File: src/rtl/pcrc_defines.svh
`ifndef PCRC_DEFINES_SVH
`define PCRC_DEFINES_SVH
// ----------------------------------------
// configuration offsets
// ----------------------------------------
`define PCRC_OFF_SUBSYS      8'h2c
`define PCRC_OFF_ROMBASE     8'h30
`define PCRC_OFF_FIRST_CAP   8'h34
`define PCRC_OFF_RSVD38      8'h38
`define PCRC_OFF_SUBSYS_WR   8'h40
// ----------------------------------------
// field positions
// ----------------------------------------
`define PCRC_ROM_BASE_MSB    31
`define PCRC_ROM_BASE_LSB    22
`define PCRC_ROM_EN_BIT      0
`define PCRC_ROM_IMAGE_BITS  16
// ----------------------------------------
// rom byte locations of the maker code
// ----------------------------------------
`define PCRC_ROM_MAKER_LO    8'h54
`define PCRC_ROM_MAKER_CNT   4
// ----------------------------------------
// capability pointer values
// ----------------------------------------
`define PCRC_CAP_PCI         8'h00
`define PCRC_CAP_AGP         8'h44
`define PCRC_CAP_ACPI        8'h60
// ----------------------------------------
// reset values
// ----------------------------------------
`define PCRC_RST_ID          32'h0000_0000
`define PCRC_RST_ROMBASE     10'h000
`endif

File: src/rtl/pcrc_pkg.sv
package pcrc_pkg;
	typedef enum logic [1:0] {
		PCRC_LD_IDLE,
		PCRC_LD_FETCH,
		PCRC_LD_DONE
	} pcrc_ld_state_t;
	typedef logic [7:0] pcrc_byte_t;
endpackage

File: src/rtl/pcrc_byte_lane.sv
`include "pcrc_defines.svh"
module pcrc_byte_lane
	import pcrc_pkg::*;
(
	// clock and reset
	input  wire logic        sys_clk,
	input  wire logic        rst_b,
	// update sources
	input  wire logic        cfg_we,
	input  wire logic [7:0]  cfg_data,
	input  wire logic        rom_we,
	input  wire logic [7:0]  rom_data,
	// stored byte
	output logic      [7:0]  lane_q
);
	logic [7:0] lane_d;
	// rom load happens only during reset fetch, so no real conflict; rom wins anyway
	assign lane_d = rom_we ? rom_data : (cfg_we ? cfg_data : lane_q);
	always_ff @(posedge sys_clk or negedge rst_b) begin
		if (!rst_b) begin
			lane_q <= 8'h00;
		end else begin
			lane_q <= lane_d;
		end
	end
endmodule

File: src/rtl/pcrc_rom_loader.sv
`include "pcrc_defines.svh"
module pcrc_rom_loader
	import pcrc_pkg::*;
(
	// clock and reset
	input  wire logic        sys_clk,
	input  wire logic        rst_b,
	// strap captured at reset
	input  wire logic        load_from_rom,
	// rom read port
	output logic      [7:0]  rom_addr,
	output logic             rom_rd,
	input  wire logic [7:0]  rom_rdata,
	input  wire logic        rom_ack,
	// byte write toward the id word
	output logic      [3:0]  byte_we,
	output logic      [7:0]  byte_data,
	output logic             load_done
);
	pcrc_ld_state_t state_q;
	pcrc_ld_state_t state_d;
	logic [1:0]     idx_q;
	logic [1:0]     idx_d;
	logic           last_w;
	assign last_w    = (idx_q == 2'h3);
	assign rom_addr  = `PCRC_ROM_MAKER_LO + {6'h00, idx_q};
	assign rom_rd    = (state_q == PCRC_LD_FETCH);
	assign byte_data = rom_rdata;
	assign load_done = (state_q == PCRC_LD_DONE);
	// sub-vendor bytes 0x54..0x57 land in the four lanes of the id word
	assign byte_we   = (rom_rd && rom_ack) ? (4'h1 << idx_q) : 4'h0; // RULE3
	always_comb begin
		state_d = state_q;
		idx_d   = idx_q;
		case (state_q)
			PCRC_LD_IDLE: begin
				// stay idle until the captured strap asks for a fetch; leaving early would skip the load
				state_d = load_from_rom ? PCRC_LD_FETCH : PCRC_LD_IDLE; // RULE2
			end
			PCRC_LD_FETCH: begin
				if (rom_ack) begin
					idx_d = idx_q + 2'h1;
					if (last_w) begin
						state_d = PCRC_LD_DONE;
					end
				end
			end
			PCRC_LD_DONE: begin
				state_d = PCRC_LD_DONE;
			end
			default: begin
				state_d = PCRC_LD_IDLE;
			end
		endcase
	end
	always_ff @(posedge sys_clk or negedge rst_b) begin
		if (!rst_b) begin
			state_q <= PCRC_LD_IDLE;
			idx_q   <= 2'h0;
		end else begin
			state_q <= state_d;
			idx_q   <= idx_d;
		end
	end
endmodule

File: src/rtl/pcrc_regs.sv
// Overview of operation
// RULE1: the upper half of the id word is a product code that writes at 0x2c cannot change.
// RULE2: a strap caught at reset chooses whether the maker code comes from rom or from software.
// RULE3: when strapped for rom, the four id bytes are fetched from rom bytes 0x54 to 0x57 after reset.
// RULE4: otherwise software writes the id bytes at 0x40 to 0x43 and the word at 0x2c shows them.
// RULE5: rom base bits 31 to 22 are writable, giving a 4 MByte aligned window.
// RULE6: rom base bits 21 to 11 read zero and ignore writes.
// RULE7: the 64 KByte bios image sits at the bottom of the window.
// RULE8: the rom enable bit resets to zero and accesses are claimed only with it and memory enable set.
// RULE9: the capability pointer reads 0x00 for pci, 0x44 for agp and 0x60 with acpi, and is read only.
// RULE10: the word at 0x38 reads zero and discards writes.
// RULE11: the writable id at 0x40 aliases the read-only id at 0x2c.
// RULE12: rom base bits 10 to 1 and capability word bits 31 to 8 read zero.
`include "pcrc_defines.svh"
module pcrc_regs
	import pcrc_pkg::*;
#(
	parameter int ROM_IMAGE_BITS = `PCRC_ROM_IMAGE_BITS
)
(
	// clock and reset
	input  wire logic        sys_clk,
	input  wire logic        rst_b,
	// power-on straps
	input  wire logic        strap_id_from_rom,
	input  wire logic        strap_host_agp,
	input  wire logic        strap_acpi,
	// configuration access
	input  wire logic        cfg_sel,
	input  wire logic        cfg_wr,
	input  wire logic [7:0]  cfg_addr,
	input  wire logic [3:0]  cfg_be,
	input  wire logic [31:0] cfg_wdata,
	output logic      [31:0] cfg_rdata,
	output logic             cfg_hit,
	// command register memory enable
	input  wire logic        mem_space_en,
	// host memory access to rom window
	input  wire logic        mem_req,
	input  wire logic [31:0] mem_addr,
	output logic             rom_claim,
	output logic      [15:0] rom_image_offset,
	// attached rom read port
	output logic      [7:0]  rom_addr,
	output logic             rom_rd,
	input  wire logic [7:0]  rom_rdata,
	input  wire logic        rom_ack,
	// status
	output logic             id_load_done
);
	// ----------------------------------------
	// parameter check
	// ----------------------------------------
	initial begin
		if (ROM_IMAGE_BITS < 1 || ROM_IMAGE_BITS > $bits(rom_image_offset)) begin
			$error("rom image must fit the window and the offset port");
		end
	end
	// ----------------------------------------
	// strap capture after reset release
	// ----------------------------------------
	logic       strap_taken_q;
	logic       from_rom_q;
	logic       agp_q;
	logic       acpi_q;
	// straps are sampled once on the first edge after release, never inside reset
	always_ff @(posedge sys_clk or negedge rst_b) begin
		if (!rst_b) begin
			strap_taken_q <= 1'b0;
			from_rom_q    <= 1'b0;
			agp_q         <= 1'b0;
			acpi_q        <= 1'b0;
		end else if (!strap_taken_q) begin
			strap_taken_q <= 1'b1;
			from_rom_q    <= strap_id_from_rom; // RULE2
			agp_q         <= strap_host_agp;
			acpi_q        <= strap_acpi;
		end
	end
	// ----------------------------------------
	// address decode
	// ----------------------------------------
	wire sel_subsys    = cfg_sel && (cfg_addr == `PCRC_OFF_SUBSYS);
	wire sel_rombase   = cfg_sel && (cfg_addr == `PCRC_OFF_ROMBASE);
	wire sel_first_cap = cfg_sel && (cfg_addr == `PCRC_OFF_FIRST_CAP);
	wire sel_rsvd38    = cfg_sel && (cfg_addr == `PCRC_OFF_RSVD38);
	wire sel_subsys_wr = cfg_sel && (cfg_addr == `PCRC_OFF_SUBSYS_WR);
	assign cfg_hit = sel_subsys || sel_rombase || sel_first_cap || sel_rsvd38 || sel_subsys_wr;
	// ----------------------------------------
	// identification word
	// ----------------------------------------
	logic        loader_kick;
	logic [3:0]  rom_byte_we;
	logic [7:0]  rom_byte_data;
	logic [31:0] id_word;
	logic [3:0]  cfg_id_we;
	// the loader idles until the strap is held; in software mode it never leaves idle
	assign loader_kick = strap_taken_q && from_rom_q;
	// writes at 0x2c are ignored; only the alias at 0x40 and the rom loader change the word
	// software writes are honoured in either strap mode so bios can patch later
	assign cfg_id_we = (sel_subsys_wr && cfg_wr) ? cfg_be : 4'h0; // RULE1 RULE4 RULE11
	pcrc_rom_loader u_loader (
		.sys_clk       (sys_clk),
		.rst_b         (rst_b),
		.load_from_rom (loader_kick),
		.rom_addr      (rom_addr),
		.rom_rd        (rom_rd),
		.rom_rdata     (rom_rdata),
		.rom_ack       (rom_ack),
		.byte_we       (rom_byte_we),
		.byte_data     (rom_byte_data),
		.load_done     ()
	);
	logic       ld_seen_q;
	// done when rom_byte_we[3] writes the last rom byte; from_rom_q low after strap capture means software mode
	always_ff @(posedge sys_clk or negedge rst_b) begin
		if (!rst_b) begin
			ld_seen_q <= 1'b0;
		end else if (strap_taken_q && (!from_rom_q || rom_byte_we[3])) begin
			ld_seen_q <= 1'b1;
		end
	end
	assign id_load_done = ld_seen_q;
	genvar g;
	generate
		for (g = 0; g < 4; g++) begin : g_lane
			pcrc_byte_lane u_lane (
				.sys_clk  (sys_clk),
				.rst_b    (rst_b),
				.cfg_we   (cfg_id_we[g]),
				.cfg_data (cfg_wdata[g*8 +: 8]),
				.rom_we   (rom_byte_we[g]),
				.rom_data (rom_byte_data),
				.lane_q   (id_word[g*8 +: 8])
			); // RULE3 RULE11
		end
	endgenerate
	// ----------------------------------------
	// expansion rom base
	// ----------------------------------------
	localparam int BASE_W = `PCRC_ROM_BASE_MSB - `PCRC_ROM_BASE_LSB + 1;
	logic [BASE_W-1:0] rom_base_q;
	logic [BASE_W-1:0] rom_base_d;
	logic              rom_en_q;
	logic              rom_en_d;
	wire               wr_rombase = sel_rombase && cfg_wr;
	wire [31:0]        base_merge = {
		cfg_be[3] ? cfg_wdata[31:24] : {rom_base_q[BASE_W-1:2]},
		cfg_be[2] ? cfg_wdata[23:22] : rom_base_q[1:0],
		22'h000000
	};
	assign rom_base_d = wr_rombase ? base_merge[`PCRC_ROM_BASE_MSB:`PCRC_ROM_BASE_LSB] : rom_base_q; // RULE5
	assign rom_en_d   = (wr_rombase && cfg_be[0]) ? cfg_wdata[`PCRC_ROM_EN_BIT] : rom_en_q;
	always_ff @(posedge sys_clk or negedge rst_b) begin
		if (!rst_b) begin
			rom_base_q <= `PCRC_RST_ROMBASE;
			rom_en_q   <= 1'b0; // RULE8
		end else begin
			rom_base_q <= rom_base_d;
			rom_en_q   <= rom_en_d;
		end
	end
	wire [31:0] rombase_rd = {rom_base_q, 11'h000, 10'h000, rom_en_q}; // RULE6 RULE12
	// ----------------------------------------
	// rom window claim
	// ----------------------------------------
	// only the low image bits address the rom; the rest of the window is not claimed
	wire window_hit = (mem_addr[`PCRC_ROM_BASE_MSB:`PCRC_ROM_BASE_LSB] == rom_base_q);
	wire image_hit  = (mem_addr[`PCRC_ROM_BASE_LSB-1:ROM_IMAGE_BITS] == '0); // RULE7
	assign rom_claim = mem_req && rom_en_q && mem_space_en && window_hit && image_hit; // RULE8
	logic [15:0] rom_off_q;
	always_ff @(posedge sys_clk or negedge rst_b) begin
		if (!rst_b) begin
			rom_off_q <= 16'h0000;
		end else if (rom_claim) begin
			rom_off_q <= mem_addr[15:0]; // RULE7
		end
	end
	assign rom_image_offset = rom_off_q;
	// ----------------------------------------
	// capability pointer
	// ----------------------------------------
	wire [7:0] cap_sel = acpi_q ? `PCRC_CAP_ACPI : (agp_q ? `PCRC_CAP_AGP : `PCRC_CAP_PCI); // RULE9
	wire [31:0] first_cap_rd = {24'h000000, cap_sel}; // RULE12
	// ----------------------------------------
	// read mux
	// ----------------------------------------
	// reads are registered; unmapped offsets and the 0x38 word read zero
	logic [31:0] rdata_d;
	logic [31:0] rdata_q;
	assign rdata_d = sel_subsys    ? id_word    :
	                 sel_subsys_wr ? id_word    :
	                 sel_rombase   ? rombase_rd :
	                 sel_first_cap ? first_cap_rd :
	                 32'h0000_0000; // RULE10
	always_ff @(posedge sys_clk or negedge rst_b) begin
		if (!rst_b) begin
			rdata_q <= `PCRC_RST_ID;
		end else if (cfg_sel && !cfg_wr) begin
			rdata_q <= rdata_d;
		end
	end
	assign cfg_rdata = rdata_q;
endmodule

File: config.mk
export PLATFORM = sky130hd
export DESIGN_NAME = pcrc_regs
export DESIGN_NICKNAME = d
export VERILOG_FILES = /design/src/rtl/pcrc_pkg.sv /design/src/rtl/pcrc_byte_lane.sv /design/src/rtl/pcrc_rom_loader.sv /design/src/rtl/pcrc_regs.sv
export VERILOG_INCLUDE_DIRS = /design/src /design/src/rtl
export SDC_FILE = /design/constraint.sdc
export NUM_CORES = 1
export LEC_CHECK = 0
export ABC_AREA = 1
export BUFFER_PORTS_ARGS = -buffer_cell sky130_fd_sc_hd__buf_4
export CAP_MARGIN = 10
export CORE_ASPECT_RATIO = 1.25
export CORE_MARGIN = 1.5
export CORE_UTILIZATION = 56
export DETAILED_ROUTE_END_ITERATION = 8
export PLACE_DENSITY = 0.85
export SLEW_MARGIN = 20
export SYNTH_ARGS = -nofsm -noshare
export SYNTH_HDL_FRONTEND = slang
export SYNTH_SLANG_ARGS = --single-unit
File: constraint.sdc
create_clock -name sys_clk -period 2.86 [get_ports sys_clk]
set_input_delay 0.143 -clock sys_clk [delete_from_list [all_inputs] [get_ports sys_clk]]
set_output_delay 0.143 -clock sys_clk [all_outputs]
set_load 0.005 [all_outputs]
==> metrics, run 1 <==
status=finished clean; Reg2Reg Depth=8; Port Buf Inserts=147; Worst EP arrival=1.90 ns; RSZ-0062 raised after global routing=false; Async SR Flop Fraction=1.000; fmax=roughly 0.49 GHz; critical path depth=6; initial antenna violation count=0; critical path class=flop to output port; worst clock skew=0.01212 ns; post_cts resized=0; DRT Pass-1 Iters=5; delay-heaviest family, CP=simple AND/OR/NAND/NOR gates; dpl hpwl=just over 10,000 um; grt total ovfl=0; Area Overhead vs Synth=26.49%; commonest non-fill, non-tap cell in the layout=nand2_1; ranking of synthesized cells by area=dfrtp_1 (47%), nand2_1 (19%), nand3_1 (11%); Antenna Cells=0; part of the cycle the worst path needs=0.7129; Die Span Y=111.9 um; clk root buf=clkbuf_16; commonest cells after routing, fill and taps aside=nand2_1 (271), buf_4 (149), nand3_1 (113), dfrtp_1 (100), inv_1 (56); Static Leak=0.003862 uW; CTS Buf Count=9; Max-slew headroom=0.3560; Cell Area, Synth=between 5000 and 6000 um^2; Post-Layout Cell Count=943; share of the synthesized area in the top cell type=0.4709; fillers=740; Final min period=2.039 ns; Syn Area/Cell=between 7 and 8 um^2; PnR worst setup slack=between 0.8 and 0.9 ns; hold crit path type=input pin to flop; Worst Setup End Kind=output port; largest area contributor in the netlist=dfrtp_1; setup TNS=0 ns; largest stage delay on the critical path=around 0.41 ns; Yosys cell types=37; Worst-path clk slew=about 0.07 ns; RePlAce Congestion=about 0.86; Post-synth EDFFs=0; CTS tree=yes; DRT antenna net count=0; Pwr Total=3592 uW; H-tree Lvls=3; Sinks on Clock Net=100; Worst Hold Path Cells=3; GRT Util Overall=0.2889; layout cells sized above 1=0.2463; MaxCap Viol Count=0; Yosys Warn Count=0; vias in the first global route=about 4,900; postcts setup bufs=0; slowest CP cell=dfrtp_1; Initial Utilization=0.5792; worst skew pair latency=approximately 0.35 ns; row cnt=39; wire length per cell=about 15 um; Final Setup Violations=0; PD cells=~530 nW/um^2; io pins=154; Detailed Route Iter0 Violations=about 310; full die area=just over 10,000 um^2; DIE WIDTH=roughly 90 um; vias=~5,100; fin. max-slew vios=0; Worst-Margin Slew=0.9649 ns; Peak VDD IR=between 0.4 and 0.5 mV; Data required, critical path=approximately 2.7 ns; Placed Cells incl. Taps=927; Total Wirelength=~14,000 um; Seq/Total Area, Yosys=0.4709; pin count of the biggest net entering global routing=82; post-DR vias/cell=around 5.4; Residual DRC=0; Buf/Inv on CP=2; Cells after Synth=approximately 680; first-pass GRT wire length=23,140 um; CTS max path bufs=2; critical-path cell list=xnor2_1, o21ai_0, nor2_4, nand2_4, inv_1, buf_4; DP Worst Slack=between 0.9 and 1 ns; top_reg_cell synth=dfrtp_1; Worst Path Max Fanout=17; core area=around 9200 um^2; final net count=~920; startpoint types=flop; Final Hold Viols=0; #FFs+latches synth=100
where the power goes:
part | total (uW) | leakage, uW | internal [uW] | switching (uW)
combinational | 569 | 0.00238 | 258 | 311
clock | 1240 | 0.000141 | 700 | 536
sequential | 1790 | 0.00134 | 1610 | 180
total | 3590 | 0.00386 | 2570 | 1030
final cells by class:
cell class	instances	area, um^2	area share
multi-input combinational	496	2404	0.3576
inverter	58	220.2	0.03276
tap	123	153.9	0.02290
sequential	100	2502	0.3723
timing repair buffer	151	1140	0.1696
clock buffer	10	239.0	0.03555
clock inverter	5	62.56	0.009308
per-stage QoR:
step	hold slack (ns)	utilization	instance area, um^2
2_1_floorplan	-0.1526	-	5333
3_3_place_gp	0.3625	0.6983	6406
3_5_place_dp	0.3835	0.6983	6406
4_1_cts	0.01015	0.7312	6708
5_1_grt	0.03799	0.7327	6721
6_report	0.02977	0.7327	6721
worst paths after layout:
kind                                                  start                                endpoint  slack (ns)
min in group asynchronous                             rst_b         rom_image_offset[0]$_DFFE_PN0P_        0.39
min                                             mem_addr[7]         rom_image_offset[7]$_DFFE_PN0P_        0.03
max reg2reg                 u_loader.state_q[1]$_DFFE_PN0P_  g_lane[0].u_lane.lane_q[2]$_DFFE_PN0P_        0.87
min reg2reg                rom_image_offset[12]$_DFFE_PN0P_        rom_image_offset[12]$_DFFE_PN0P_        0.47
max                               rom_base_q[6]$_DFFE_PN0P_                               rom_claim        0.82
max in group asynchronous                             rst_b               cfg_rdata[14]$_DFFE_PN0P_        1.76
per-layer routing:
| metal | vias to the layer above | global-route usage | wire, um |
|---|---|---|---|
| met2 | 253 | 0.4884 | 6927 |
| met3 | 28 | 0.04030 | 995 |
| met1 | 2362 | 0.3702 | 5552 |
| met4 | 0 | 0.1280 | 396 |
| met5 | - | 0 | 0 |
| li1 | 2421 | - | - |
what timing repair did:
item,CTS,global route
hold endpoints to repair,0,79
hold buffers,0,1
setup endpoints to repair,0,0
logic make-up after synthesis:
group | Yosys count | share of synthesized area
adder cells (fa/ha/maj) | 7 | 0.01648
AND/OR/NAND/NOR | 426 | 0.3676
multiplexers | 1 | 0.002119
XOR/XNOR | 2 | 0.003297
AO/OA/AOI/OAI | 53 | 0.05792
other | 2 | 0.001413
buffers and inverters | 90 | 0.08029
flip-flops | 100 | 0.4709
flip-flops by register name (all words and copies together), names as in the netlist:
signal	cells
cfg_rdata	32
g_lane.u_lane.lane_q	32
rom_image_offset	16
rom_base_q	10
u_loader.idx_q	2
u_loader.state_q	2
acpi_q	1
agp_q	1
from_rom_q	1
id_load_done	1
rom_en_q	1
strap_taken_q	1
cell usage after synthesis, types with 6 or more instances:
cell,number
nand2_1,271
buf_4,13
clkbuf_1,7
ha_1,7
inv_1,56
nor2_1,14
o21ai_0,38
buf_2,9
dfrtp_1,100
o21ai_2,6
nand3_1,113
worst register-to-register path: stages, from the launching register on:
cell     delay (ns)
dfrtp_1        0.39
inv_1          0.09
ha_1           0.20
nand2_1        0.12
inv_1          0.14
nand2_1        0.44
o21ai_0        0.40
nand2_1        0.09
nand2_1        0.06
Note: power is estimated with default switching activity, not from simulation.
==> run 2, diff against run 1 <==
--- a/config.mk
+++ b/config.mk
@@ -11,9 +11,9 @@
 export CAP_MARGIN = 10
 export CORE_ASPECT_RATIO = 1.25
 export CORE_MARGIN = 1.5
-export CORE_UTILIZATION = 56
+export CORE_UTILIZATION = 52
 export DETAILED_ROUTE_END_ITERATION = 8
-export PLACE_DENSITY = 0.85
+export PLACE_DENSITY = 0.8
 export SLEW_MARGIN = 20
 export SYNTH_ARGS = -nofsm -noshare
 export SYNTH_HDL_FRONTEND = slang
==> constraint.sdc (replaced) <==
create_clock -name sys_clk -period 2.09 [get_ports sys_clk]
set_input_delay 0.1045 -clock sys_clk [delete_from_list [all_inputs] [get_ports sys_clk]]
set_output_delay 0.1045 -clock sys_clk [all_outputs]
set_load 0.005 [all_outputs]
==> metrics, run 2 (synthesized netlist as in run 1, its figures left out) <==
reg2reg end=g_lane[1].u_lane.lane_q[2]$_DFFE_PN0P_ (was g_lane[0].u_lane.lane_q[2]$_DFFE_PN0P_); dpl hpwl=10,530 um (was 10,250 um); startpoint types=flop (unchanged); Combinational Power Share=0.162 (was 0.158); fmax=approximately 0.55 GHz; row cnt=41 (was 39); Port Buf Inserts=147 (unchanged); final net count=930 (was 917); commonest cells after routing, fill and taps aside=nand2_1 (271), buf_4 (158), nand3_1 (113), dfrtp_1 (100), inv_1 (56) (was nand2_1 (271), buf_4 (149), nand3_1 (113), dfrtp_1 (100), inv_1 (56)); GRT Util Overall=0.2640 (was 0.2889); H-tree Lvls=3 (unchanged); CTS max path bufs=2 (unchanged); Worst-Margin Slew=0.9694 ns (was 0.9649 ns); Initial Utilization=0.5312 (was 0.5792); sequential share of power=0.503 (was 0.497); DRT Pass-1 Iters=6 (was 5); DP Worst Slack=0.3135 ns (was 0.9095 ns); wire length per cell=14.55 um (was 14.71 um); P_sw=1423 uW (was 1026 uW); MaxCap Viol Count=0 (unchanged); Detailed Route Iter0 Violations=345 (was 306); full die area=10,840 um^2 (was 10,090 um^2); fin. max-slew vios=0 (unchanged); RePlAce Congestion=0.8560 (was 0.8598); Antenna Cells=0 (unchanged); post-DR vias/cell=5.192 (was 5.370); Critical R2R Launch=u_loader.state_q[1]$_DFFE_PN0P_ (unchanged); PnR worst setup slack=0.2828 ns (was 0.8210 ns); Int Power=3411 uW (was 2566 uW); r2r setup slk=0.31 ns (was 0.87 ns); clk root buf=clkbuf_16 (unchanged); core area=10,000 um^2 (was 9174 um^2); CTS Buf Count=9 (unchanged); first-pass GRT wire length=22,290 um (was 23,140 um); Final Setup Violations=0 (unchanged); PD cells=707.6 nW/um^2 (was 534.4 nW/um^2); Post-Layout Cell Count=963 (was 943); Final min period=~1.8 ns; final core occ=0.6829 (was 0.7327); commonest non-fill, non-tap cell in the layout=nand2_1 (unchanged); Final Hold Viols=0 (unchanged); Worst Path Max Fanout=17 (unchanged); initial antenna violation count=0 (unchanged); worst clock skew=0.004247 ns (was 0.01212 ns); part of the cycle the worst path needs=0.8647; Peak VDD IR=0.4963 mV (was 0.4043 mV); Worst Setup End Kind=output port (unchanged); worst skew pair latency=0.35 ns (about the same); share of total power in the clock network=0.334 (was 0.344); post_cts resized=0 (unchanged); Sinks on Clock Net=100 (unchanged); Die Span Y=116.0 um (was 111.9 um); Worst-path clk slew=0.07 ns (about the same); io pins=154 (unchanged); Data required, critical path=1.99 ns (was 2.72 ns); status=finished clean (unchanged); vias=5,000 (was 5,064); Area Overhead vs Synth=28.56% (was 26.49%); Max-slew headroom=0.3530 (was 0.3560); Total Wirelength=14,010 um (was 13,870 um); critical path class=flop to output port (unchanged); fin area=6832 um^2 (was 6721 um^2); vias in the first global route=4,729 (was 4,910); DRT antenna net count=0 (unchanged); Worst EP arrival=1.70 ns (was 1.90 ns); CTS tree=yes (unchanged); RSZ-0062 raised after global routing=false (unchanged); hold crit path type=input pin to flop (unchanged); pin count of the biggest net entering global routing=59 (was 82); Static Leak=0.003917 uW (was 0.003862 uW); Setup crit start=rom_base_q[5]$_DFFE_PN0P_ (was rom_base_q[6]$_DFFE_PN0P_); Placed Cells incl. Taps=937 (was 927); Reg2Reg Depth=10 (was 8); Sw Share=0.2943 (was 0.2857); DIE WIDTH=93.42 um (was 90.13 um); CP endpoint=rom_claim (unchanged); grt total ovfl=0 (unchanged); Residual DRC=0 (unchanged); setup TNS=0 ns (unchanged); layout cells sized above 1=0.2542 (was 0.2463); placed instance area=6456 um^2 (was 6406 um^2)
[run 2: power groups by stage]
stage	combinational [uW]	clock [uW]	sequential (uW)
2_1_floorplan	460	0	2380
3_3_place_gp	742	0	2460
3_5_place_dp	775	0	2470
4_1_cts	790	1630	2430
5_1_grt	892	1710	2460
6_report	784	1620	2430
[run 2: metrics by stage]
step           hold WS (ns)  total power [uW]
6_report           0.004215              4834
3_3_place_gp         0.1356              3203
3_5_place_dp         0.1366              3242
4_1_cts            0.003515              4849
2_1_floorplan       -0.1911              2836
5_1_grt            0.005975              5063
[run 2: critical path, stage by stage (launching register included)]
cell	delay [ns]
dfrtp_1	0.42
inv_1	0.06
nand2_1	0.05
nand2_1	0.05
nor2_1	0.10
nand2_1	0.10
nor2_4	0.22
nand2_4	0.16
inv_1	0.08
buf_4	0.10
[run 2: worst min-delay path by stage]
stage | end | slack (ns) | depth (start not counted) | startpoint
after floorplan | acpi_q$_DFFE_PN0N_ | -0.19 | 0 | rst_b
after global placement | rom_image_offset[4]$_DFFE_PN0P_ | 0.14 | 1 | rst_b
after detailed placement | rom_image_offset[4]$_DFFE_PN0P_ | 0.14 | 1 | rst_b
after CTS | rom_image_offset[7]$_DFFE_PN0P_ | 0.004 | 3 | mem_addr[7]
after global routing | rom_image_offset[7]$_DFFE_PN0P_ | 0.006 | 3 | mem_addr[7]
final | rom_image_offset[13]$_DFFE_PN0P_ | 0.004 | 3 | mem_addr[13]
[run 2: metal layers]
metal | global-route usage | routed length [um] | vias up
li1 | - | - | 2451
met1 | 0.3370 | 5844 | 2331
met2 | 0.4444 | 6926 | 196
met3 | 0.04396 | 914 | 22
met4 | 0.1101 | 323 | 0
met5 | 0 | 0 | -
[run 2: cell type report]
cell class / instances / area [um^2]
Sequential cell: 100 / 2502
Clock inverter: 6 / 48.80
Inverter: 58 / 220.2
Multi-Input combinational cell: 496 / 2404
Clock buffer: 10 / 239.0
Tap cell: 129 / 161.4
Timing Repair Buffer: 164 / 1256
Fill cell: 818 / 3172
[run 2: what timing repair did]
item                                    in CTS  in global routing
hold endpoints to repair                    46                  0
buffers inserted                             0                  5
endpoints found under the setup margin       0                  1
hold buffers                                 5                  0
==> run 3, diff against run 2 <==
--- a/config.mk
+++ b/config.mk
@@ -6,14 +6,14 @@
 export SDC_FILE = /design/constraint.sdc
 export NUM_CORES = 1
 export LEC_CHECK = 0
-export ABC_AREA = 1
 export BUFFER_PORTS_ARGS = -buffer_cell sky130_fd_sc_hd__buf_4
 export CAP_MARGIN = 10
 export CORE_ASPECT_RATIO = 1.25
 export CORE_MARGIN = 1.5
-export CORE_UTILIZATION = 52
+export CORE_UTILIZATION = 55
+export CTS_BUF_LIST = sky130_fd_sc_hd__clkbuf_16
 export DETAILED_ROUTE_END_ITERATION = 8
-export PLACE_DENSITY = 0.8
+export PLACE_DENSITY = 0.86
 export SLEW_MARGIN = 20
 export SYNTH_ARGS = -nofsm -noshare
 export SYNTH_HDL_FRONTEND = slang
==> constraint.sdc (replaced) <==
create_clock -name sys_clk -period 2.3 [get_ports sys_clk]
set_input_delay 0.115 -clock sys_clk [delete_from_list [all_inputs] [get_ports sys_clk]]
set_output_delay 0.115 -clock sys_clk [all_outputs]
set_load 0.005 [all_outputs]
==> metrics, run 3 <==
Static Leak=0.003213 uW (was 0.003917 uW); Die Span Y=107.3 um (was 116.0 um); Seq/Total Area, Yosys=0.5230 (was 0.4709); Area Overhead vs Synth=33.19% (was 28.56%); Cells after Synth=356 (was 681); Yosys cell types=41 (was 37); DP Worst Slack=0.3423 ns (was 0.3135 ns); Residual DRC=0 (unchanged); largest stage delay on the critical path=0.40 ns (was 0.42 ns); Yosys Warn Count=0 (unchanged); Detailed Route Iter0 Violations=231 (was 345); post_cts resized=0 (unchanged); critical-path cell list=inv_1, ha_1, nand3_1, buf_4, mux2_2, mux2_2 (was inv_1, nand2_1, nand2_1, nor2_1, nand2_1, nor2_4, nand2_4, inv_1, buf_4); Data required, critical path=2.52 ns (was 1.99 ns); hold crit path type=input pin to flop (unchanged); RePlAce Congestion=0.8450 (was 0.8560); PnR worst setup slack=0.3121 ns (was 0.2828 ns); PD cells=705.9 nW/um^2 (was 707.6 nW/um^2); worst clock skew=0.01026 ns (was 0.004247 ns); startpoint types=flop (unchanged); Worst Path Max Fanout=7 (was 17); commonest non-fill, non-tap cell in the layout=buf_4 (was nand2_1); dpl hpwl=8710 um (was 10,530 um); fmax=between 0.5 and 0.6 GHz; commonest cells after routing, fill and taps aside=buf_4 (159), dfrtp_1 (100), mux2_2 (87), nand2_1 (27), a22o_1 (18) (was nand2_1 (271), buf_4 (158), nand3_1 (113), dfrtp_1 (100), inv_1 (56)); Worst Setup End Kind=flop (was output port); Max-slew headroom=0.6315 (was 0.3530); CTS Buf Count=9 (unchanged); DRT Pass-1 Iters=4 (was 6); core area=8333 um^2 (was 10,000 um^2); critical path class=flop to flop (was flop to output port); vias in the first global route=3,685 (was 4,729); Critical R2R Launch=u_loader.state_q[1]$_DFFE_PN0P_ (unchanged); Antenna Cells=0 (unchanged); status=finished clean (unchanged); post-DR vias/cell=5.697 (was 5.192); Initial Utilization=0.5742 (was 0.5312); fillers=550 (was 818); Peak VDD IR=0.5515 mV (was 0.4963 mV); Cell Area, Synth=4785 um^2 (was 5314 um^2); GRT Util Overall=0.2633 (was 0.2640); Final Hold Viols=0 (unchanged); row cnt=37 (was 41); Post-synth EDFFs=0 (unchanged); DIE WIDTH=86.43 um (was 93.42 um); Placed Cells incl. Taps=599 (was 937); cell mode on critical path=mux2_2 (was nand2_1); Sinks on Clock Net=100 (unchanged); #FFs+latches synth=100 (unchanged); top_reg_cell synth=dfrtp_1 (unchanged); initial antenna violation count=0 (unchanged); io pins=154 (unchanged); RSZ-0062 raised after global routing=false (unchanged); Port Buf Inserts=147 (unchanged); most frequent cell after synthesis=dfrtp_1 (was nand2_1); Worst EP arrival=2.20 ns (was 1.70 ns); Worst-path clk slew=0.08 ns (was 0.07 ns); fin. max-slew vios=0 (unchanged); CTS tree=yes (unchanged); Hold Path Origin=mem_addr[14] (was mem_addr[13]); Pwr Total=4498 uW (was 4834 uW); share of the synthesized area in the top cell type=0.5230 (was 0.4709); grt total ovfl=0 (unchanged); worst skew pair latency=0.34 ns (was 0.35 ns); Post-Layout Cell Count=620 (was 963); vias=3,532 (was 5,000); largest area contributor in the netlist=dfrtp_1 (unchanged); Total Wirelength=11,880 um (was 14,010 um); first-pass GRT wire length=18,400 um (was 22,290 um); layout cells sized above 1=0.5430 (was 0.2542); H-tree Lvls=3 (unchanged); pin count of the biggest net entering global routing=101 (was 59); Syn Area/Cell=13.44 um^2 (was 7.803 um^2); CTS max path bufs=2 (unchanged); most frequent cells after synthesis=dfrtp_1 (100), mux2_2 (87), nand2_1 (27), a22o_1 (18), nand3_1 (16) (was nand2_1 (271), nand3_1 (113), dfrtp_1 (100), inv_1 (56), o21ai_0 (38)); final net count=619 (was 930); setup TNS=0 ns (unchanged); wire length per cell=19.16 um (was 14.55 um); slowest CP cell=dfrtp_1 (unchanged); part of the cycle the worst path needs=0.8643; full die area=9272 um^2 (was 10,840 um^2); MaxCap Viol Count=0 (unchanged); Worst-Margin Slew=0.5527 ns (was 0.9694 ns); clk root buf=clkbuf_16 (unchanged); Async SR Flop Fraction=1.000 (unchanged); DRT antenna net count=0 (unchanged); Final min period=1.988 ns; Setup crit start=u_loader.state_q[1]$_DFFE_PN0P_ (was rom_base_q[5]$_DFFE_PN0P_); Final Setup Violations=0 (unchanged); ranking of synthesized cells by area=dfrtp_1 (52%), mux2_2 (20%), a22o_1 (3.3%) (was dfrtp_1 (47%), nand2_1 (19%), nand3_1 (11%))
[run 3: stage by stage]
stage / area (um^2) / utilization / hold WS [ns]
after floorplan: 4803 / - / -0.1806
after global placement: 6026 / 0.7231 / 0.2114
after detailed placement: 6026 / 0.7231 / 0.2147
after CTS: 6352 / 0.7623 / 0.00007608
after global routing: 6372 / 0.7647 / 0.0004561
final: 6372 / 0.7647 / 0.009155
[run 3: final timing paths]
| check | end | slack, ns | depth (start not counted) |
|---|---|---|---|
| setup / recovery | g_lane[3].u_lane.lane_q[2]$_DFFE_PN0P_ | 0.31 | 6 |
| hold / removal | rom_image_offset[14]$_DFFE_PN0P_ | 0.009 | 2 |
| setup reg to reg | g_lane[3].u_lane.lane_q[2]$_DFFE_PN0P_ | 0.31 | 6 |
| hold reg to reg | cfg_rdata[25]$_DFFE_PN0P_ | 0.48 | 2 |
| max in group asynchronous | g_lane[3].u_lane.lane_q[2]$_DFFE_PN0P_ | 1.50 | 3 |
| min in group asynchronous | cfg_rdata[24]$_DFFE_PN0P_ | 0.34 | 3 |
[run 3: critical path: cells and delay by family (launching register included)]
family        cells  cell delay, ns
buf+inv           2            0.37
flops             1            0.40
simple gates      1            0.29
fa+ha+maj         1            0.28
mux               2            0.53
[run 3: logic make-up after synthesis]
family	after synthesis	share of synthesized area
DFF	100	0.5230
muxes	97	0.2343
and+or+nand+nor	67	0.08003
AOI/OAI and AO/OA	43	0.09127
buffers and inverters	29	0.03138
xor gates and xnor gates	11	0.02014
adders and majority gates	7	0.01830
other	2	0.001570
[run 3: layout make-up]
class                   count  area (um^2)  area share
flip-flops and latches    100         2502      0.3927
multi-input cells         232         2151      0.3375
repair buffers            165         1264      0.1983
clock buffers               9        225.2     0.03534
well taps                  97        121.4     0.01905
clock inverters             7        71.32     0.01119
inverters                  10        37.54    0.005890
[run 3: report_power, final]
group | leakage, uW | switching, uW | total (uW) | internal (uW)
clock network | 0.000138 | 700 | 1460 | 762
logic | 0.00174 | 307 | 800 | 493
registers | 0.00133 | 186 | 2240 | 2050
[run 3: what timing repair did]
item,4_1_cts,5_1_grt
buffers inserted,0,0
hold buffers,3,2
hold endpoints to repair,102,2
[run 3: metal layers]
layer  up-vias  track usage  wire [um]
met1      1753       0.3226       4598
met2       145       0.4492       6105
met5         -            0          0
li1       1607            -          -
met3        27      0.05828        871
met4         0       0.1060        305
